### config.mk
export PLATFORM = sky130hd
export DESIGN_NAME = ppao_port_top
export DESIGN_NICKNAME = d
export VERILOG_FILES = /design/src/ppao_pkg.sv /design/src/ppao_sync.sv /design/src/ppao_pin_mux.sv /design/src/ppao_port_top.sv
export SDC_FILE = /design/constraint.sdc
export NUM_CORES = 1
export LEC_CHECK = 0
export BUFFER_PORTS_ARGS = -buffer_cell sky130_fd_sc_hd__buf_2
export CAP_MARGIN = 20
export CORE_ASPECT_RATIO = 1.75
export CORE_MARGIN = 2
export CORE_UTILIZATION = 28
export CTS_CLUSTER_DIAMETER = 150
export DETAILED_ROUTE_END_ITERATION = 8
export REMOVE_ABC_BUFFERS = 1
export SYNTH_ARGS = -nofsm -noshare
export SYNTH_HDL_FRONTEND = slang
export SYNTH_SLANG_ARGS = --single-unit
### constraint.sdc
create_clock -name ref_clk -period 5.8 [get_ports ref_clk]
set_input_delay 0.29 -clock ref_clk [delete_from_list [all_inputs] [get_ports ref_clk]]
set_output_delay 0.29 -clock ref_clk [all_outputs]
set_load 0.01 [all_outputs]
### src/ppao_pkg.sv
// constants shared by the port pin block and its helpers
// assumes one 25 MHz clock and a plain strobe register port
//
// Operation
// - deep sleep clamps digital inputs to ground
// - enabled external interrupt pins escape the clamp
// - clamp release sets disabled edge interrupt flags
// - pull-ups stay off while reset is active
// - pull-up follows override, else input-high-enabled
// - driver enable follows override, else direction bit
// - driven level follows override, else output bit
// - toggle override inverts the output bit
// - input-enable override beats the sleep state
// - alternate input taken after the synchroniser, before the pin sample stage
// - analog path taps the synchronised pad, ignoring clamp and enables
// - strobes shared per port, controls per chip
// - global pull-up disable bit kills all pull-ups not under override
// - first port maps interrupts, pin changes, converter
// - direction one drives, zero senses the pin
// - writing one to pin register toggles output
// - pin reads pass a synchroniser delay
package ppao_pkg;
  localparam int PIN_W  = 8;
  localparam int ADDR_W = 4;
  localparam int DATA_W = 8;
  localparam int EXT_W  = 4;
  localparam int EXT_LSB = 4;
  localparam int CONV_W = 5;
  localparam int SENSE_W = 2;

  localparam logic [ADDR_W-1:0] DIR_ADDR       = 4'h0;
  localparam logic [ADDR_W-1:0] OUT_ADDR       = 4'h1;
  localparam logic [ADDR_W-1:0] PIN_ADDR       = 4'h2;
  localparam logic [ADDR_W-1:0] MCU_CTRL_ADDR  = 4'h3;
  localparam logic [ADDR_W-1:0] PC_STATUS_ADDR = 4'h4;
  localparam logic [ADDR_W-1:0] PC_MASK_ADDR   = 4'h5;
  localparam logic [ADDR_W-1:0] EXT_SENSE_ADDR = 4'h6;
  localparam logic [ADDR_W-1:0] EXT_FLAG_ADDR  = 4'h7;
  localparam logic [ADDR_W-1:0] EXT_EN_ADDR    = 4'h8;

  localparam int PUD_BIT        = 4;
  localparam int DBG_DIS_BIT    = 7;
  localparam int VEC_SEL_BIT    = 1;
  localparam int VEC_UNLOCK_BIT = 0;

  localparam logic [DATA_W-1:0] REG_RST        = 8'h00;
  localparam logic [DATA_W-1:0] MCU_CTRL_RST   = 8'h00;
  localparam logic [DATA_W-1:0] MCU_CTRL_WMASK = 8'h93;

  localparam logic [SENSE_W-1:0] SENSE_LOW  = 2'h0;
  localparam logic [SENSE_W-1:0] SENSE_ANY  = 2'h1;
  localparam logic [SENSE_W-1:0] SENSE_FALL = 2'h2;
  localparam logic [SENSE_W-1:0] SENSE_RISE = 2'h3;
endpackage

### src/ppao_sync.sv
// three-stage synchroniser for pad levels
// assumes asynchronous pad inputs; output moves when stages 2 and 3 agree
module ppao_sync #(
  parameter int W = 8
) (
  input  wire logic         ref_clk,
  input  wire logic         rst,
  input  wire logic [W-1:0] din,
  output logic      [W-1:0] dout
);
  logic [W-1:0] stage1;
  logic [W-1:0] stage2;
  logic [W-1:0] stage3;

  always_ff @(posedge ref_clk or posedge rst)
  begin
    if (rst)
    begin
      stage1 <= '0;
      stage2 <= '0;
      stage3 <= '0;
      dout   <= '0;
    end
    else
    begin
      stage1 <= din;
      stage2 <= stage1;
      stage3 <= stage2;
      for (int i = 0; i < W; i++)
      begin
        if (stage2[i] == stage3[i])
          dout[i] <= stage3[i];
      end
    end
  end
endmodule

### src/ppao_pin_mux.sv
// per-pin override selection, purely combinational
// assumes all inputs share the port clock; results registered by caller
module ppao_pin_mux #(
  parameter int W = 8
) (
  input  wire logic [W-1:0] dirBit,
  input  wire logic [W-1:0] outBit,
  input  wire logic         globalPullupOff,
  input  wire logic         sleepClamp,
  input  wire logic [W-1:0] pullupOverrideEn,
  input  wire logic [W-1:0] pullupOverrideVal,
  input  wire logic [W-1:0] dirOverrideEn,
  input  wire logic [W-1:0] dirOverrideVal,
  input  wire logic [W-1:0] valueOverrideEn,
  input  wire logic [W-1:0] valueOverrideVal,
  input  wire logic [W-1:0] toggleOverrideEn,
  input  wire logic [W-1:0] inputEnOverrideEn,
  input  wire logic [W-1:0] inputEnOverrideVal,
  output logic      [W-1:0] pullupNxt,
  output logic      [W-1:0] driveEnNxt,
  output logic      [W-1:0] driveValNxt,
  output logic      [W-1:0] inputEnNxt
);
  logic [W-1:0] outEff;

  always_comb
  begin
    outEff = outBit ^ toggleOverrideEn;
    pullupNxt = (pullupOverrideEn & pullupOverrideVal)
              | (~pullupOverrideEn & ~dirBit & outEff & {W{~globalPullupOff}});
    driveEnNxt = (dirOverrideEn & dirOverrideVal) | (~dirOverrideEn & dirBit);
    driveValNxt = (valueOverrideEn & valueOverrideVal) | (~valueOverrideEn & outEff);
    inputEnNxt = (inputEnOverrideEn & inputEnOverrideVal)
               | (~inputEnOverrideEn & {W{~sleepClamp}});
  end
endmodule

### src/ppao_port_top.sv
// first port pin logic with alternate-function overrides and registers
// assumes strobes one cycle long on ref_clk; pads resolved by the bench
//
// The address map and strobed register access were decided locally.
module ppao_port_top
  import ppao_pkg::*;
(
  input  wire logic                           ref_clk,
  input  wire logic                           rst,
  input  wire logic [ppao_pkg::ADDR_W-1:0]    regAddr,
  input  wire logic [ppao_pkg::DATA_W-1:0]    regWrData,
  input  wire logic                           regWrStrobe,
  input  wire logic                           regRdStrobe,
  output logic      [ppao_pkg::DATA_W-1:0]    regRdData,
  input  wire logic                           sleepClamp,
  input  wire logic [ppao_pkg::PIN_W-1:0]     padIn,
  output logic      [ppao_pkg::PIN_W-1:0]     padOut,
  output logic      [ppao_pkg::PIN_W-1:0]     padOe,
  output logic      [ppao_pkg::PIN_W-1:0]     pullupEn,
  input  wire logic [ppao_pkg::PIN_W-1:0]     pullupOverrideEn,
  input  wire logic [ppao_pkg::PIN_W-1:0]     pullupOverrideVal,
  input  wire logic [ppao_pkg::PIN_W-1:0]     dirOverrideEn,
  input  wire logic [ppao_pkg::PIN_W-1:0]     dirOverrideVal,
  input  wire logic [ppao_pkg::PIN_W-1:0]     valueOverrideEn,
  input  wire logic [ppao_pkg::PIN_W-1:0]     valueOverrideVal,
  input  wire logic [ppao_pkg::PIN_W-1:0]     toggleOverrideEn,
  input  wire logic [ppao_pkg::PIN_W-1:0]     inputEnOverrideEn,
  input  wire logic [ppao_pkg::PIN_W-1:0]     inputEnOverrideVal,
  output logic      [ppao_pkg::PIN_W-1:0]     altDigitalIn,
  output logic      [ppao_pkg::EXT_W-1:0]     extIrqInputs,
  output logic      [ppao_pkg::PIN_W-1:0]     pinChangeSources,
  output logic      [ppao_pkg::CONV_W-1:0]    converterChannels,
  output logic                                debugIfDisable,
  output logic                                vectorTableSelect,
  output logic                                vectorChangeUnlock,
  output logic                                irq
);
  import ppao_pkg::*;

  logic [PIN_W-1:0]         dirR;
  logic [PIN_W-1:0]         outR;
  logic [DATA_W-1:0]        mcuCtrlR;
  logic [PIN_W-1:0]         pcStatusR;
  logic [PIN_W-1:0]         pcMaskR;
  logic [EXT_W*SENSE_W-1:0] extSenseR;
  logic [EXT_W-1:0]         extFlagR;
  logic [EXT_W-1:0]         extEnR;
  logic [PIN_W-1:0]         sampleR;
  logic [PIN_W-1:0]         syncIn;
  logic [PIN_W-1:0]         effInEnOvEn;
  logic [PIN_W-1:0]         effInEnOvVal;
  logic [PIN_W-1:0]         pullupNxt;
  logic [PIN_W-1:0]         driveEnNxt;
  logic [PIN_W-1:0]         driveValNxt;
  logic [PIN_W-1:0]         inputEnNxt;
  logic [PIN_W-1:0]         pcSet;
  logic [EXT_W-1:0]         extSet;
  logic                     globalPullupOff;
  logic [DATA_W-1:0]        rdNxt;

  function automatic logic hit(input logic strobe,
                               input logic [ADDR_W-1:0] addr,
                               input logic [ADDR_W-1:0] target);
    hit = strobe && (addr == target);
  endfunction

  function automatic logic senseHit(input logic [SENSE_W-1:0] sense,
                                    input logic prev,
                                    input logic cur);
    logic result;
    result = 1'b0;
    unique case (sense)
      SENSE_LOW:  result = ~cur;
      SENSE_ANY:  result = prev ^ cur;
      SENSE_FALL: result = prev & ~cur;
      SENSE_RISE: result = ~prev & cur;
    endcase
    senseHit = result;
  endfunction

  assign globalPullupOff = mcuCtrlR[PUD_BIT];

  // enabled external interrupt keeps its input alive
  always_comb
  begin
    effInEnOvEn  = inputEnOverrideEn;
    effInEnOvVal = inputEnOverrideVal;
    effInEnOvEn[EXT_LSB +: EXT_W]  = inputEnOverrideEn[EXT_LSB +: EXT_W] | extEnR;
    effInEnOvVal[EXT_LSB +: EXT_W] = inputEnOverrideVal[EXT_LSB +: EXT_W] | extEnR;
  end

  // pad levels are asynchronous to ref_clk
  ppao_sync #(
    .W (PIN_W)
  ) u_sync (
    .ref_clk (ref_clk),
    .rst     (rst),
    .din     (padIn),
    .dout    (syncIn)
  );

  // peripherals drive the override inputs directly
  ppao_pin_mux #(
    .W (PIN_W)
  ) u_mux (
    .dirBit             (dirR),
    .outBit             (outR),
    .globalPullupOff    (globalPullupOff),
    .sleepClamp         (sleepClamp),
    .pullupOverrideEn   (pullupOverrideEn),
    .pullupOverrideVal  (pullupOverrideVal),
    .dirOverrideEn      (dirOverrideEn),
    .dirOverrideVal     (dirOverrideVal),
    .valueOverrideEn    (valueOverrideEn),
    .valueOverrideVal   (valueOverrideVal),
    .toggleOverrideEn   (toggleOverrideEn),
    .inputEnOverrideEn  (effInEnOvEn),
    .inputEnOverrideVal (effInEnOvVal),
    .pullupNxt          (pullupNxt),
    .driveEnNxt         (driveEnNxt),
    .driveValNxt        (driveValNxt),
    .inputEnNxt         (inputEnNxt)
  );

  // direction register, one strobe per port
  always_ff @(posedge ref_clk or posedge rst)
  begin
    if (rst)
      dirR <= REG_RST;
    else if (hit(regWrStrobe, regAddr, DIR_ADDR))
      dirR <= regWrData;
  end

  // pin register write toggles output bits
  always_ff @(posedge ref_clk or posedge rst)
  begin
    if (rst)
      outR <= REG_RST;
    else if (hit(regWrStrobe, regAddr, OUT_ADDR))
      outR <= regWrData;
    else if (hit(regWrStrobe, regAddr, PIN_ADDR))
      outR <= outR ^ regWrData;
  end

  // control register, reserved bits stay zero
  always_ff @(posedge ref_clk or posedge rst)
  begin
    if (rst)
      mcuCtrlR <= MCU_CTRL_RST;
    else if (hit(regWrStrobe, regAddr, MCU_CTRL_ADDR))
      mcuCtrlR <= regWrData & MCU_CTRL_WMASK;
  end

  always_ff @(posedge ref_clk or posedge rst)
  begin
    if (rst)
    begin
      pcMaskR   <= REG_RST;
      extSenseR <= REG_RST;
      extEnR    <= '0;
    end
    else
    begin
      if (hit(regWrStrobe, regAddr, PC_MASK_ADDR))
        pcMaskR <= regWrData;
      if (hit(regWrStrobe, regAddr, EXT_SENSE_ADDR))
        extSenseR <= regWrData;
      if (hit(regWrStrobe, regAddr, EXT_EN_ADDR))
        extEnR <= regWrData[EXT_W-1:0];
    end
  end

  // reset forces pull-ups and drivers off at once
  always_ff @(posedge ref_clk or posedge rst)
  begin
    if (rst)
    begin
      pullupEn <= '0;
      padOe    <= '0;
      padOut   <= '0;
    end
    else
    begin
      pullupEn <= pullupNxt;
      padOe    <= driveEnNxt;
      padOut   <= driveValNxt;
    end
  end

  // clamped level before the port's own sample stage
  always_ff @(posedge ref_clk or posedge rst)
  begin
    if (rst)
      altDigitalIn <= '0;
    else
      altDigitalIn <= syncIn & inputEnNxt;
  end

  // pin sample lags the alternate input by one stage
  always_ff @(posedge ref_clk or posedge rst)
  begin
    if (rst)
      sampleR <= '0;
    else
      sampleR <= altDigitalIn;
  end

  always_ff @(posedge ref_clk or posedge rst)
  begin
    if (rst)
    begin
      extIrqInputs      <= '0;
      pinChangeSources  <= '0;
      converterChannels <= '0;
    end
    else
    begin
      extIrqInputs     <= altDigitalIn[EXT_LSB +: EXT_W];
      pinChangeSources <= altDigitalIn;
      // analog tap ignores clamp and enables
      converterChannels <= syncIn[CONV_W-1:0];
    end
  end

  assign pcSet = altDigitalIn ^ sampleR;

  // edge detectors see the clamp release as a change
  genvar g;
  generate
    for (g = 0; g < EXT_W; g++)
    begin : g_ext
      assign extSet[g] = senseHit(extSenseR[g*SENSE_W +: SENSE_W],
                                  sampleR[EXT_LSB+g],
                                  altDigitalIn[EXT_LSB+g]);
    end
  endgenerate

  // sticky flags: a set in the clearing cycle survives
  always_ff @(posedge ref_clk or posedge rst)
  begin
    if (rst)
    begin
      pcStatusR <= '0;
      extFlagR  <= '0;
    end
    else
    begin
      pcStatusR <= (pcStatusR & ~({PIN_W{hit(regWrStrobe, regAddr, PC_STATUS_ADDR)}}
                   & regWrData)) | pcSet;
      extFlagR  <= (extFlagR & ~({EXT_W{hit(regWrStrobe, regAddr, EXT_FLAG_ADDR)}}
                   & regWrData[EXT_W-1:0])) | extSet;
    end
  end

  // ext enable doubles as the mask for external flags
  always_ff @(posedge ref_clk or posedge rst)
  begin
    if (rst)
      irq <= 1'b0;
    else
      irq <= (|(pcStatusR & pcMaskR)) | (|(extFlagR & extEnR));
  end

  always_ff @(posedge ref_clk or posedge rst)
  begin
    if (rst)
    begin
      debugIfDisable     <= 1'b0;
      vectorTableSelect  <= 1'b0;
      vectorChangeUnlock <= 1'b0;
    end
    else
    begin
      debugIfDisable     <= mcuCtrlR[DBG_DIS_BIT];
      vectorTableSelect  <= mcuCtrlR[VEC_SEL_BIT];
      vectorChangeUnlock <= mcuCtrlR[VEC_UNLOCK_BIT];
    end
  end

  always_comb
  begin
    rdNxt = '0;
    unique case (regAddr)
      DIR_ADDR:       rdNxt = dirR;
      OUT_ADDR:       rdNxt = outR;
      PIN_ADDR:       rdNxt = sampleR;
      MCU_CTRL_ADDR:  rdNxt = mcuCtrlR;
      PC_STATUS_ADDR: rdNxt = pcStatusR;
      PC_MASK_ADDR:   rdNxt = pcMaskR;
      EXT_SENSE_ADDR: rdNxt = extSenseR;
      EXT_FLAG_ADDR:  rdNxt = {{(DATA_W-EXT_W){1'b0}}, extFlagR};
      EXT_EN_ADDR:    rdNxt = {{(DATA_W-EXT_W){1'b0}}, extEnR};
      default:        rdNxt = '0;
    endcase
  end

  // read data valid only in the cycle after the strobe
  always_ff @(posedge ref_clk or posedge rst)
  begin
    if (rst)
      regRdData <= '0;
    else if (regRdStrobe)
      regRdData <= rdNxt;
    else
      regRdData <= '0;
  end

  a_sleep_clamp: assert property (@(posedge ref_clk) disable iff (rst)
    sleepClamp |=> (altDigitalIn & ~$past(effInEnOvEn)) == '0)
    else $error("clamped input not low");

  a_irq_pin_open: assert property (@(posedge ref_clk) disable iff (rst)
    (sleepClamp && extEnR[0]) |=> altDigitalIn[EXT_LSB] == $past(syncIn[EXT_LSB]))
    else $error("enabled interrupt pin was clamped");

  a_wake_flag: assert property (@(posedge ref_clk) disable iff (rst)
    (extSenseR[3*SENSE_W +: SENSE_W] == SENSE_RISE && !sampleR[EXT_LSB+3]
     && altDigitalIn[EXT_LSB+3])
    |=> extFlagR[3])
    else $error("clamp release did not set flag");

  a_pullup_reset: assert property (@(posedge ref_clk) disable iff (rst)
    $fell(rst) |-> (pullupEn == '0 && padOe == '0))
    else $error("pull-up or driver on after reset");

  a_pullup_pud: assert property (@(posedge ref_clk) disable iff (rst)
    (globalPullupOff && pullupOverrideEn == '0) |=> pullupEn == '0)
    else $error("pull-up on with global disable");

  a_pullup_plain: assert property (@(posedge ref_clk) disable iff (rst)
    (pullupOverrideEn == '0 && toggleOverrideEn == '0)
    |=> pullupEn == $past(~dirR & outR & {PIN_W{~globalPullupOff}}))
    else $error("pull-up mismatch");

  a_driver_sel: assert property (@(posedge ref_clk) disable iff (rst)
    (dirOverrideEn == '0) |=> padOe == $past(dirR))
    else $error("driver enable not from direction");

  a_value_ovr: assert property (@(posedge ref_clk) disable iff (rst)
    (valueOverrideEn != '0)
    |=> ((padOut ^ $past(valueOverrideVal)) & $past(valueOverrideEn)) == '0)
    else $error("override value not driven");

  a_toggle_ovr: assert property (@(posedge ref_clk) disable iff (rst)
    (toggleOverrideEn != '0)
    |=> ((padOut ^ $past(outR ^ toggleOverrideEn)) & ~$past(valueOverrideEn)) == '0)
    else $error("toggle override wrong");

  a_pin_toggle: assert property (@(posedge ref_clk) disable iff (rst)
    hit(regWrStrobe, regAddr, PIN_ADDR) |=> outR == $past(outR ^ regWrData))
    else $error("pin write did not toggle");

  a_read_slot: assert property (@(posedge ref_clk) disable iff (rst)
    hit(regRdStrobe, regAddr, DIR_ADDR) |=> regRdData == $past(dirR))
    else $error("direction read wrong");
endmodule

=== Word level (Yosys, flattened, before mapping) ===
Cells that the tools add are included.

* Output and inout port bits: 61
* Logic and storage cells: 142
* Input bits: 97
* Bits in registers: 145

* Bitwise logic cells: 58
* Eq/ne operators: 28
* Reduce and logical (&&, ||, !) cells: 17
* Muxes and demuxes: 8

{| class="wikitable"
|+ Operator list
! kind !! count
|-
| $and 8x8->8 || 14
|-
| $pmux 8 s9 || 1
|-
| $not 8->8 || 6
|-
| $or 8x8->8 || 5
|-
| $mux 8 || 3
|-
| $xor 8x8->8 || 3
|-
| $eq 2x2->1 const B || 8
|-
| $eq 4x3->1 const B || 4
|-
| $pmux 1 s4 || 4
|-
| $and 4x4->4 || 3
|-
| $or 4x4->4 || 3
|-
| $not 1->1 || 10
|-
| $logic_and 1x1->1 || 9
|-
| $and 1x1->1 || 8
|-
| $eq 1x1->1 || 8
|-
| $eq 2x1->1 const B || 4
|-
| $eq 4x2->1 const B || 2
|-
| $logic_not 2->1 || 4
|-
| $reduce_or 8->1 || 1
|-
| $eq 4x1->1 const B || 1
|-
| $eq 4x4->1 const B || 1
|-
| $logic_not 4->1 || 1
|-
| $not 4->4 || 1
|-
| $reduce_or 4->1 || 1
|-
| 3 further kinds || 6
|}

=== Depth between registers and ports, before layout ===
Gate-level depths: netlist (run 1).

* Depth in word-level cells: 6
* Mapped depth: 7
* Depth with buffers taken out: 5

=== Hierarchy ===
From an unflattened synthesis (run 1), not the netlist that was laid out.

* Cell total of the unflattened synthesis: 465
* Area total of the unflattened synthesis: 5915.7 sq um

{| class="wikitable"
|+ Modules (own cells, without submodules)
! module !! cells each !! area an instance (sq um) !! times used !! sequential area each (sq um)
|-
| ppao_port_top || 367 || 4539.4 || 1 || 2727.6
|-
| ppao_sync || 41 || 894.6 || 1 || 800.8
|-
| ppao_pin_mux || 57 || 481.7 || 1 || 0.0
|}

=== Worst setup path after synthesis (run 1) ===
No wires, ideal clock.

* Path kind: input-to-reg
* Start: in regAddr[3] (netlist name)
* End: reg dirR[0]
* Library setup time: 0.125 ns
* Data arrival time: 1.433 ns
* Stages on the path: 4
* Required time: 5.675 ns
* Path buffers: 1
* Setup slack: 4.242 ns
* Cells stage by stage: or3b_4 -> or3_1 -> buf_6 -> mux2_4

* Cells in the longest elaborated chain, start to end: 2

{| class="wikitable"
|+ Ends and longest elaborated chain
! item !! RTL line !! RTL
|-
| start: declaration || ppao_port_top.sv:10 || <nowiki>input wire logic [ppao_pkg::ADDR_W-1:0] regAddr,</nowiki>
|-
| $logic_not 4->1 || ppao_port_top.sv:64 || <nowiki>hit = strobe && (addr == target);</nowiki>
|-
| $logic_and 1x1->1 || ppao_port_top.sv:64 ||
|-
| end signal: assignment || ppao_port_top.sv:131 || <nowiki>dirR <= regWrData;</nowiki>
|-
| end: declaration || ppao_port_top.sv:40 || <nowiki>logic [PIN_W-1:0] dirR;</nowiki>
|}

No other way between the ends.
A chain may end at the register's enable or synchronous reset.

=== Worst setup path in the final report (run 1) ===
* Start: in regAddr[1] (netlist name)
* End: reg outR[1]

* Cells in the longest elaborated chain, start to end: 3
* Elaborated cells between the ends (all ways): 6
* Classes of those cells: eq/ne: 2; mux: 1; reduce/logical: 3

{| class="wikitable"
|+ Ends and longest elaborated chain
! item !! RTL line !! RTL
|-
| $eq 4x1->1 / $eq 4x2->1 (equally long branches) || ppao_port_top.sv:64 ||
|-
| $logic_and 1x1->1 || ppao_port_top.sv:64 ||
|-
| $mux 8 / $reduce_bool 2->1 (equally long branches) || -- ||
|-
| end signal: assignment || ppao_port_top.sv:140 || <nowiki>outR <= regWrData;</nowiki>
|-
| end signal: assignment || ppao_port_top.sv:142 || <nowiki>outR <= outR ^ regWrData;</nowiki>
|-
| end: declaration || ppao_port_top.sv:41 || <nowiki>logic [PIN_W-1:0] outR;</nowiki>
|}

Parallel ways exist; a longest one is shown, timed or not.

==> summary.md, run 1 <==
| Metric | Value |
|---|---|
| Clock skew | `around 5.5 ps` |
| Die Wd | `~110 um` |
| Final core area utilization | `36.4%` |
| Final setup TNS | `0 ps` |
| Max Root-Sink Buffers | `2` |
| Hold_buf cts | `8` |
| First-pass GRT wire length | `23.6 mm` |
| Iter 0 DRT Violations | `139` |
| Slew HR | `between 40 and 50%` |
| Detail Route Antenna Nets | `0` |
| Die Ht | `195 um` |
| GRT Total Usage | `14.1%` |
| Tmin final | `1790 ps` |
| Least-Margin Pin Slew | `884 ps` |
| Critical Setup Path Class | `primary input to flop` |
| Final HPWL DP | `11.1 mm` |
| Cells on worst reg2reg path | `5` |
| Syn Area/Cell | `13.0 sq um` |
| Reg2Reg Capture Point | `extFlagR[0]` |
| VDD IR max | `around 0.00014 V` |
| Routed WL | `15.0 mm` |
| Reg2reg setup slack | `4280 ps` |
| Final Hold Violating Endpoints | `0` |
| DR DRC count | `0` |
| CTS Buf Count | `17` |
| #FFs+latches synth | `141` |
| Antenna violations before repair | `0` |
| Proportion of layout cells with a drive suffix above 1 | `39.7%` |
| Max-cap viol count | `0` |
| Netlist cell types | `51` |
| Worst-path clk slew | `60 ps` |
| CP Capture Type | `flop` |
| Top Ports | `158` |
| Leakage | `3.52 nW` |
| Sequential fraction of the synthesis area | `60.2%` |
| Root buf cell | `clkbuf_16` |
| CP bufs+invs | `1` |
| CP cell instances | `buf_2 > nand2b_1 > a21oi_1 > nand2_1 > xor2_1` |
| GRT overflow | `0` |
| Effective utilization at floorplan | `between 20 and 30%` |
| CP peak stage delay | `~670 ps` |
| Vias in the first global route | `4335` |
| Cell Count, Final, Fillers Out | `884` |
| Status | `finished clean` |
| DR WL/cell | `17.0 um` |
| Postcts setup bufs | `0` |
| EDFF count, synth | `0` |
| Skew-Pair Late Insertion Delay | `between 400 and 500 ps` |
| Mapped Cells | `between 400 and 500` |
| Reg-to-Reg Start | `altDigitalIn[4]` |
| CTS tree | `built` |
| CTS resizes | `0` |
| Dominant synthesized flop cell | `dfrtp_1` |
| Routability cong. | `around 0.9` |
| Slew Limit Fails | `0` |
| Clock sink total | `141` |
| Die area | `about 22000 sq um` |
| Core area | `20800 sq um` |
| Slowest CP cell | `a21oi_1` |
| Vias | `4134` |
| Asr flop ratio synth | `100%` |
| CP startpoint kind | `primary input` |
| Fin crit share | `30.8%` |
| Mapped cell area | `5860 sq um` |
| Placed cells | `between 800 and 900` |
| CP Data Required Time | `between 6000 and 7000 ps` |
| Setup violations, final | `0` |
| RSZ-0062 raised after global routing | `false` |
| Vias per cell | `4.68` |
| Diode count | `0` |
| I/O Buffers | `157` |
| CP top delay family | `compound AO/OA/AOI/OAI gates` |
| Synth warn | `0` |
| Tot Pwr | `about 2.8 mW` |
| Maximum clock rate | `0.559 GHz` |
| Power density over the cells | `between 300 and 400 nW/um^2` |
| Pre-antenna DRT Iters | `4` |
| HP Class | `primary input to async pin` |
| Crit path max fanout | `34` |
| Rows | `70` |
| Area growth syn-to-layout | `29.1%` |
| Crit path DAT | `2090 ps` |
| # H-tree levels | `4` |
| Maximum number of pins on one net before global-route repair | `93` |
| NumNets Final | `724` |
[layout make-up]
type                            count  area [sq um]
Clock inverter                     13           165
Clock buffer                       19           443
Sequential cell                   141          3530
Fill cell                        2046         13200
Timing Repair Buffer              166           873
Inverter                           18          72.6
Multi-Input combinational cell    275          2170
Tap cell                          252           315
[worst max-delay path by stage]
stage                     cells after the start       start              end
final                                         5  regAddr[1]          outR[1]
after floorplan                               1         rst  altDigitalIn[0]
after global routing                          5  regAddr[1]          outR[1]
after CTS                                     5  regAddr[1]          outR[1]
after global placement                        5  regAddr[1]          outR[5]
after detailed placement                      5  regAddr[1]          outR[2]
[power breakdown]
part | total [mW] | leakage, nW | switching (mW) | internal [mW]
logic | 0.449 | 1.55 | 0.212 | 0.237
clock network | 1.12 | 0.286 | 0.430 | 0.689
registers | 1.28 | 1.68 | 0.139 | 1.14
total | 2.85 | 3.52 | 0.782 | 2.06
[registers in the layout (all words and copies together) (netlist names), 5 cells and up]
register / count
altDigitalIn: 8
converterChannels: 5
dirR: 8
extSenseR: 8
outR: 8
padOe: 8
padOut: 8
pcMaskR: 8
pcStatusR: 8
pinChangeSources: 7
pullupEn: 8
regRdData: 8
u_sync.dout: 8
u_sync.stage1: 8
u_sync.stage2: 8
u_sync.stage3: 8
[synth_stat cells, types with 5 or more instances]
cell type,count,area share [%]
a22o_1,6,0.90
mux2i_1,16,2.7
dfrtp_1,141,60
a211oi_1,5,0.64
mux2_2,39,7.5
ha_1,8,1.7
nand2_1,47,3.0
nor2_1,11,0.70
a21oi_1,8,0.68
o21ai_0,13,1.1
maj3_1,8,1.4
inv_1,18,1.2
a21o_1,7,0.90
xnor2_1,6,0.90
buf_2,8,0.68
mux2_4,8,2.1
nand3_1,9,0.77
nand3b_1,5,0.64
o41ai_1,6,0.90
nor2b_1,5,0.53
xor2_1,14,2.1
[cell usage in the layout, fill, tap and decap left out, drive strengths merged, types with 4 or more instances in the layout]
cell type,count
nand2b,4
clkinvlp,4
a21oi,8
xor2,14
buf,158
maj3,8
clkbuf,19
nand3,9
nor2,13
nor2b,5
xnor2,6
nor3,5
o41ai,6
o21a,4
nand3b,5
mux2,47
a21o,7
and2,4
a22o,6
inv,20
ha,8
dlygate4sd3,8
dfrtp,141
a221oi,4
a211oi,5
mux2i,16
nand2,47
clkinv,4
o21ai,13
[cells by family (layout without fill, tap and decap cells)]
family	Yosys count	after routing	synth area share, %
AOI/OAI and AO/OA	71	71	8.78
xor gates and xnor gates	20	20	2.99
adders and majority gates	16	16	3.08
buffers and inverters	35	216	2.80
DFF	141	141	60.2
muxes	66	66	13.4
and+or+nand+nor	102	102	8.69
[routing by layer]
metal	wire length, um	track usage [%]	share of wire (%)
met4	587	7.41	3.9
met2	8100	25.2	54
met3	711	3.82	4.7
met5	0	0	0
met1	5610	14.7	37
[per-stage QoR]
stage	area (sq um)	worst slack [ps]	hold WS [ps]
after detailed placement	6880	3600	336
final	7560	4010	14.1
after global placement	6880	3600	332
after floorplan	5760	1730	321
after global routing	7560	3870	42.9
after CTS	7560	4020	36.4
Power figures use the tool's default switching activity.
==> inputs of run 2 (changes only) <==
clock period = 1.8 ns   (was 5.8 ns; I/O delays follow)
==> run 2 against run 1 <==
  * Combinational power rose to 3.9 times the previous value
  * Highest routed layer unchanged
  * Worst setup slack got worse by 3900 ps
  * First-iteration DRC count is the same
  * Cell count is 9.3% higher
  * Sequential power rose to 3.2 times the previous value
  * Total power rose to 3.4 times the previous value
  * The run now ends with hold timing left
==> summary.md, run 2 (synthesized netlist as in run 1, its figures left out) <==
| Metric | Value |
|---|---|
| DR WL/cell | `16.2 um (-4.7%)` |
| Placed cells | `866 (+2.6%)` |
| Vias per cell | `4.59 (-1.8%)` |
| Antenna violations before repair | `0 (unchanged)` |
| Die Ht | `195 um (unchanged)` |
| RSZ-0062 raised after global routing | `false` |
| Tot Pwr | `9.65 mW (+240%)` |
| CP Data Required Time | `2150 ps (-3950 ps)` |
| Final setup TNS | `0 ps (unchanged)` |
| Top Ports | `158 (unchanged)` |
| Met3 usage | `3.60% (-0.22 points)` |
| CTS tree | `built` |
| CP bufs+invs | `2 (+1)` |
| Proportion of layout cells with a drive suffix above 1 | `38.2% (-1.5 points)` |
| Die Wd | `113 um (unchanged)` |
| Power density over the cells | `1150 nW/um^2 (+210%)` |
| Maximum clock rate | `0.602 GHz` |
| Die area | `22100 sq um (unchanged)` |
| Cell Count, Final, Fillers Out | `966 (+9.3%)` |
| CP Capture Type | `flop` |
| Leakage | `3.93 nW (+11%)` |
| Status | `complete, but fails checks` |
| Effective utilization at floorplan | `28.2% (unchanged)` |
| Pre-antenna DRT Iters | `6 (+2)` |
| Critical Setup Path Class | `flop to flop` |
| Maximum number of pins on one net before global-route repair | `54 (-42%)` |
| GRT overflow | `0 (unchanged)` |
| Diode count | `0 (unchanged)` |
| CP startpoint kind | `flop` |
| NumNets Final | `808 (+12%)` |
| GR Layer Usage met2 | `27.7% (+2.4 points)` |
| # fillers | `2003 (-2.1%)` |
| Slew HR | `64.1% (+23 points)` |
| # H-tree levels | `4 (unchanged)` |
| Rows | `70 (unchanged)` |
| Root buf cell | `clkbuf_16` |
| Core area | `20800 sq um (unchanged)` |
| Worst-path clk slew | `60 ps (about the same)` |
| Crit path DAT | `2010 ps (-80 ps)` |
| Max Root-Sink Buffers | `2 (unchanged)` |
| Routed WL | `15.6 mm (+4.1%)` |
| DR DRC count | `0 (unchanged)` |
| Failing checks | `hold timing` |
| Commonest non-fill, non-tap cell in the layout | `buf_2` |
| CTS Buf Count | `17 (unchanged)` |
| Most frequent cells in the layout | `157 x buf_2, 140 x dfrtp_1, 70 x dlygate4sd3_1` |
| CP top delay family | `buffers and inverters` |
| Tmin final | `1660 ps` |
| Final Hold Violating Endpoints | `1 (+1)` |
| Slowest CP cell | `dlygate4sd3_1` |
| CP peak stage delay | `590 ps (-80 ps)` |
| First-pass GRT wire length | `24.9 mm (+5.8%)` |
| GRT Total Usage | `14.7% (+0.67 points)` |
| Crit path max fanout | `7 (-79%)` |
| Iter 0 DRT Violations | `139 (unchanged)` |
| Fin crit share | `92.3%` |
| Clock sink total | `141 (unchanged)` |
| I/O Buffers | `157 (unchanged)` |
| Final HPWL DP | `11.5 mm (+3.9%)` |
| HP Class | `primary input to flop` |
| Hold WS | `-8.21 ps (-22.3 ps)` |
| Vias in the first global route | `4705 (+8.5%)` |
| Area occupied by multi-input gates | `2170 sq um (unchanged)` |
| VDD IR max | `0.000422 V (+190%)` |
| Least-Margin Pin Slew | `538 ps (-345 ps)` |
| Met1 Resource Use GR | `15.2% (+0.47 points)` |
| Setup violations, final | `0 (unchanged)` |
| Area growth syn-to-layout | `43.6%` |
| Routability cong. | `0.935 (+6.3%)` |
| Busiest grt layer | `met2` |
| CP cell instances | `buf_4 > o41ai_1 > dlygate4sd3_1` |
| Reg2reg setup slack | `140 ps (-4140 ps)` |
| Reg area | `3530 sq um (about the same)` |
| Slew Limit Fails | `0 (unchanged)` |
| Max-cap viol count | `0 (unchanged)` |
| Skew-Pair Late Insertion Delay | `420 ps (about the same)` |
| Postcts setup bufs | `0 (unchanged)` |
| Detail Route Antenna Nets | `0 (unchanged)` |
| Vias | `4435 (+7.3%)` |
| Clock skew | `6.10 ps (+0.650 ps)` |
==> run 2: cell types whose count changed in the layout (fill, tap and decap cells not counted), sizes merged <==
cell         delta
dlygate4sd3    +62
buf            +22
bufinv          +2
inv             -2
clkinv          -1
clkinvlp        -1
==> run 2: worst register-to-register path, delay by kind of cell, from the launching register on <==
kind                   cells  cell delay (ps)
flip-flops                 1              480
AO/OA/AOI/OAI              1              360
buffers and inverters      2              760
==> run 2: what timing repair did <==
action	in CTS	in global routing
endpoints found under the setup margin	0	4
gates resized for setup	0	1
hold endpoints to repair	186	0
hold buffers	73	0
==> run 2: cell type report <==
class | count | area share, %
inverter | 18 | 0.863
clock inverter | 11 | 2.28
clock buffer | 19 | 5.38
tap | 252 | 3.75
multi-input combinational | 275 | 25.7
timing repair buffer | 250 | 20.0
sequential | 141 | 42.0
==> run 2: power by group <==
| part | total (mW) | switching (mW) | internal (mW) |
|---|---|---|---|
| Combinational | 1.75 | 0.751 | 1.00 |
| Clock | 3.80 | 1.29 | 2.51 |
| Sequential | 4.10 | 0.431 | 3.67 |
==> run 2: per-stage QoR <==
step | cell area, sq um | setup WS [ps] | util, % | hold WS, ps
final | 8410 | 139 | 40.5 | -8.21
after global routing | 8410 | 39.8 | 40.5 | 24.9
after CTS | 8440 | 54.5 | 40.7 | 4.29
after detailed placement | 7070 | 110 | 34.0 | 33.5
after global placement | 7070 | 123 | 34.0 | 31.6
after floorplan | 5760 | -2070 | - | 121
==> run 2: routing by layer <==
layer / routed length [um] / part of all wire, % / vias to the layer above
li1: - / - / 2098
met1: 5760 / 37 / 2179
met2: 8700 / 56 / 130
met3: 674 / 4.3 / 28
met4: 496 / 3.2 / 0
met5: 0 / 0 / -
==> run 2: worst paths after layout <==
| kind | to | from | cells after the start |
|---|---|---|---|
| hold / removal | altDigitalIn[1] | inputEnOverrideEn[1] | 3 |
| hold reg to reg | u_sync.stage2[2] | u_sync.stage1[2] | 0 |
| min in group asynchronous | u_sync.stage1[3] | rst | 3 |
| setup reg to reg | pullupEn[3] | mcuCtrlR[4] | 3 |
| max in group asynchronous | u_sync.stage3[5] | rst | 4 |
| setup / recovery | pullupEn[3] | mcuCtrlR[4] | 3 |
==> inputs of run 3 (changes only) <==
BUFFER_PORTS_ARGS = -buffer_cell sky130_fd_sc_hd__buf_4   (was -buffer_cell sky130_fd_sc_hd__buf_2)
CTS_BUF_LIST = sky130_fd_sc_hd__clkbuf_8   (was unset)
==> run 3 against run 2 <==
  * The flow now finishes without violations
  * First-iteration DRC count shrank 22%
  * Wire length grew 8.2%
  * Global-route usage grew 1.1 points
  * Worst hold slack better by 42 ps
  * Non-clock buffer count grew 15
  * Clock-buffer cell count is 1 higher
  * Core utilization is 1.4 points higher
  * Critical path depth grew 4
  * Sequential power hardly changed
  * Register-to-register slack better by 40 ps
  * Worst setup slack worse by 110 ps
  * Die area is the same
==> summary.md, run 3 (synthesized netlist as in run 1, its figures left out) <==
| Metric | Value |
|---|---|
| Status | `finished clean` |
| Cell Count, Final, Fillers Out | `983 (+1.8%)` |
| First-pass GRT wire length | `26.8 mm (+7.6%)` |
| Least-Margin Pin Slew | `460 ps (-78.7 ps)` |
| Die Wd | `113 um (unchanged)` |
| Root buf cell | `clkbuf_8` |
| Core area | `20800 sq um (unchanged)` |
| Hold path depth | `3 (unchanged)` |
| Cells on worst reg2reg path | `3 (unchanged)` |
| Clock skew | `11.1 ps (+5.00 ps)` |
| Reg2Reg Capture Point | `pullupEn[3]` |
| Placed cells | `864 (-0.23%)` |
| CP bufs+invs | `4 (+2)` |
| VDD IR max | `0.000360 V (-15%)` |
| Clock sink total | `141 (unchanged)` |
| DR WL/cell | `17.2 um (+6.3%)` |
| Critical Setup Path Class | `primary input to flop` |
| Slew Limit Fails | `0 (unchanged)` |
| Vias per cell | `4.70 (+2.4%)` |
| Top Ports | `158 (unchanged)` |
| Commonest non-fill, non-tap cell in the layout | `buf_4` |
| Crit path DAT | `2120 ps (+110 ps)` |
| I/O Buffers | `157 (unchanged)` |
| GRT Total Usage | `15.8% (+1.1 points)` |
| CP startpoint kind | `primary input` |
| Iter 0 DRT Violations | `109 (-22%)` |
| Slew HR | `69.0% (+4.9 points)` |
| Detail Route Antenna Nets | `0 (unchanged)` |
| Skew-Pair Late Insertion Delay | `450 ps (+30 ps)` |
| WHS Endpoint | `regRdData[3]` |
| Fin crit share | `98.6% (+6.3 points)` |
| Routability cong. | `0.880 (-5.9%)` |
| Crit path max fanout | `1 (-6)` |
| Switch Pwr | `2.43 mW (-1.6%)` |
| Place WS | `245 ps (+136 ps)` |
| Die area | `22100 sq um (unchanged)` |
| Max Root-Sink Buffers | `2 (unchanged)` |
| Sw frac | `28.3% (+2.7 points)` |
| Tmin final | `1770 ps (+113 ps)` |
| Proportion of layout cells with a drive suffix above 1 | `37.1% (-1.2 points)` |
| Area growth syn-to-layout | `48.6%` |
| CP cell instances | `dlygate4sd3_1 > buf_4 > nand2_1 > dlygate4sd3_1 > o21ai_0 > dlygate4sd3_1 > and2_1` |
| Tot Pwr | `8.60 mW (-11%)` |
| Final Hold Violating Endpoints | `0 (-1)` |
| Max-cap viol count | `0 (unchanged)` |
| Hold Startpoint | `regRdStrobe` |
| Rows | `70 (unchanged)` |
| CP peak stage delay | `560 ps (-30 ps)` |
| Vias in the first global route | `5141 (+9.3%)` |
| Leakage | `4.00 nW (+1.8%)` |
| Antenna violations before repair | `0 (unchanged)` |
| Worst-path clk slew | `80 ps (+20 ps)` |
| Reg-to-Reg Start | `mcuCtrlR[4]` |
| Clock power share | `29.5% (-9.9 points)` |
| Effective utilization at floorplan | `28.2% (unchanged)` |
| # H-tree levels | `4 (unchanged)` |
| CTS tree | `built` |
| Maximum number of pins on one net before global-route repair | `50 (-7.4%)` |
| Maximum clock rate | `0.564 GHz (-6.4%)` |
| Pint | `6.17 mW (-14%)` |
| Slowest CP cell | `dlygate4sd3_1` |
| NumNets Final | `823 (+1.9%)` |
| Area occupied by multi-input gates | `2170 sq um (+0.17%)` |
| Flop pwr share | `47.7% (+5.3 points)` |
| GRT overflow | `0 (unchanged)` |
| Most frequent cells in the layout | `177 x buf_4, 141 x dfrtp_1, 86 x dlygate4sd3_1` |
| # fillers | `1935 (-3.4%)` |
| Final HPWL DP | `12.4 mm (+7.9%)` |
| Most used cell, CP | `dlygate4sd3_1` |
| Reg area | `3530 sq um (about the same)` |
| Vias | `4620 (+4.2%)` |
| Reg2reg setup slack | `180 ps (+40 ps)` |
| CP top delay family | `buffers and inverters` |
| CTS Buf Count | `17 (unchanged)` |
| Final core area utilization | `41.9% (+1.4 points)` |
| HP Class | `primary input to flop` |
| Routed WL | `16.9 mm (+8.2%)` |
| Postcts setup bufs | `0 (unchanged)` |
| CP Data Required Time | `2140 ps (about the same)` |
| Power density over the cells | `988 nW/um^2 (-14%)` |
| DR DRC count | `0 (unchanged)` |
| Pre-antenna DRT Iters | `4 (-2)` |
| Gate power share | `22.9% (+4.7 points)` |
| CP Capture Type | `flop` |
| Diode count | `0 (unchanged)` |
| Setup violations, final | `0 (unchanged)` |
| RSZ-0062 raised after global routing | `false` |
| Setup WS post-layout | `26.0 ps (-113 ps)` |
| Die Ht | `195 um (unchanged)` |
## run 3: cell types whose count changed in the layout (fill, tap and decap cells not counted), moves of 2 or more
cell           change
buf_2            -157
buf_4            +156
bufinv_16          -3
clkbuf_16         -17
clkbuf_8          +18
dlygate4sd3_1     +16
inv_1              +2
## run 3: timing repair
action / in CTS / in global routing
hold buffers: 87 / 1
endpoints found under the setup margin: 0 / 2
endpoints found under the hold margin: 203 / 1
resized for setup: 0 / 3
## run 3: worst max-delay path by stage
stage,to,depth (start not counted),startpoint
4_1_cts,altDigitalIn[5],7,inputEnOverrideVal[5]
3_5_place_dp,dirR[1],5,regAddr[3]
6_report,altDigitalIn[2],7,inputEnOverrideVal[2]
5_1_grt,altDigitalIn[1],7,inputEnOverrideVal[1]
3_3_place_gp,dirR[5],5,regAddr[3]
2_1_floorplan,altDigitalIn[0],1,rst
## run 3: final cells by class
type / count / share of cell area, %
sequential: 141 / 40.5
timing repair buffer: 265 / 25.5
multi-input combinational: 275 / 24.9
tap: 252 / 3.62
clock buffer: 20 / 3.16
clock inverter: 12 / 1.39
inverter: 18 / 0.834
## run 3: tightest hold or removal path, stage by stage
cell,delay (ps)
buf_4,110
nand4_1,120
o21ai_0,120
## run 3: power groups by stage
stage / clock network [mW] / logic [mW] / registers (mW)
floorplan: 0 / 0.817 / 4.11
global placement: 0 / 1.65 / 4.15
detailed placement: 0 / 1.71 / 4.17
CTS: 2.66 / 1.99 / 4.11
global route: 2.78 / 2.15 / 4.17
finish: 2.54 / 1.97 / 4.10
## run 3: through the flow
step / hold slack (ps) / instance area [sq um] / setup TNS (ps)
floorplan: 121 / 5760 / -292040
global placement: 79.0 / 7430 / 0
detailed placement: 88.0 / 7430 / 0
CTS: 8.41 / 8700 / 0
global route: 19.8 / 8700 / 0
finish: 33.5 / 8700 / 0
## run 3: metal layers
layer | part of all wire, % | track usage [%] | vias to the layer above
li1 | - | - | 2122
met1 | 35 | 15.5 | 2310
met2 | 57 | 30.3 | 147
met3 | 4.5 | 3.97 | 41
met4 | 3.1 | 7.23 | 0
met5 | 0 | 0 | -
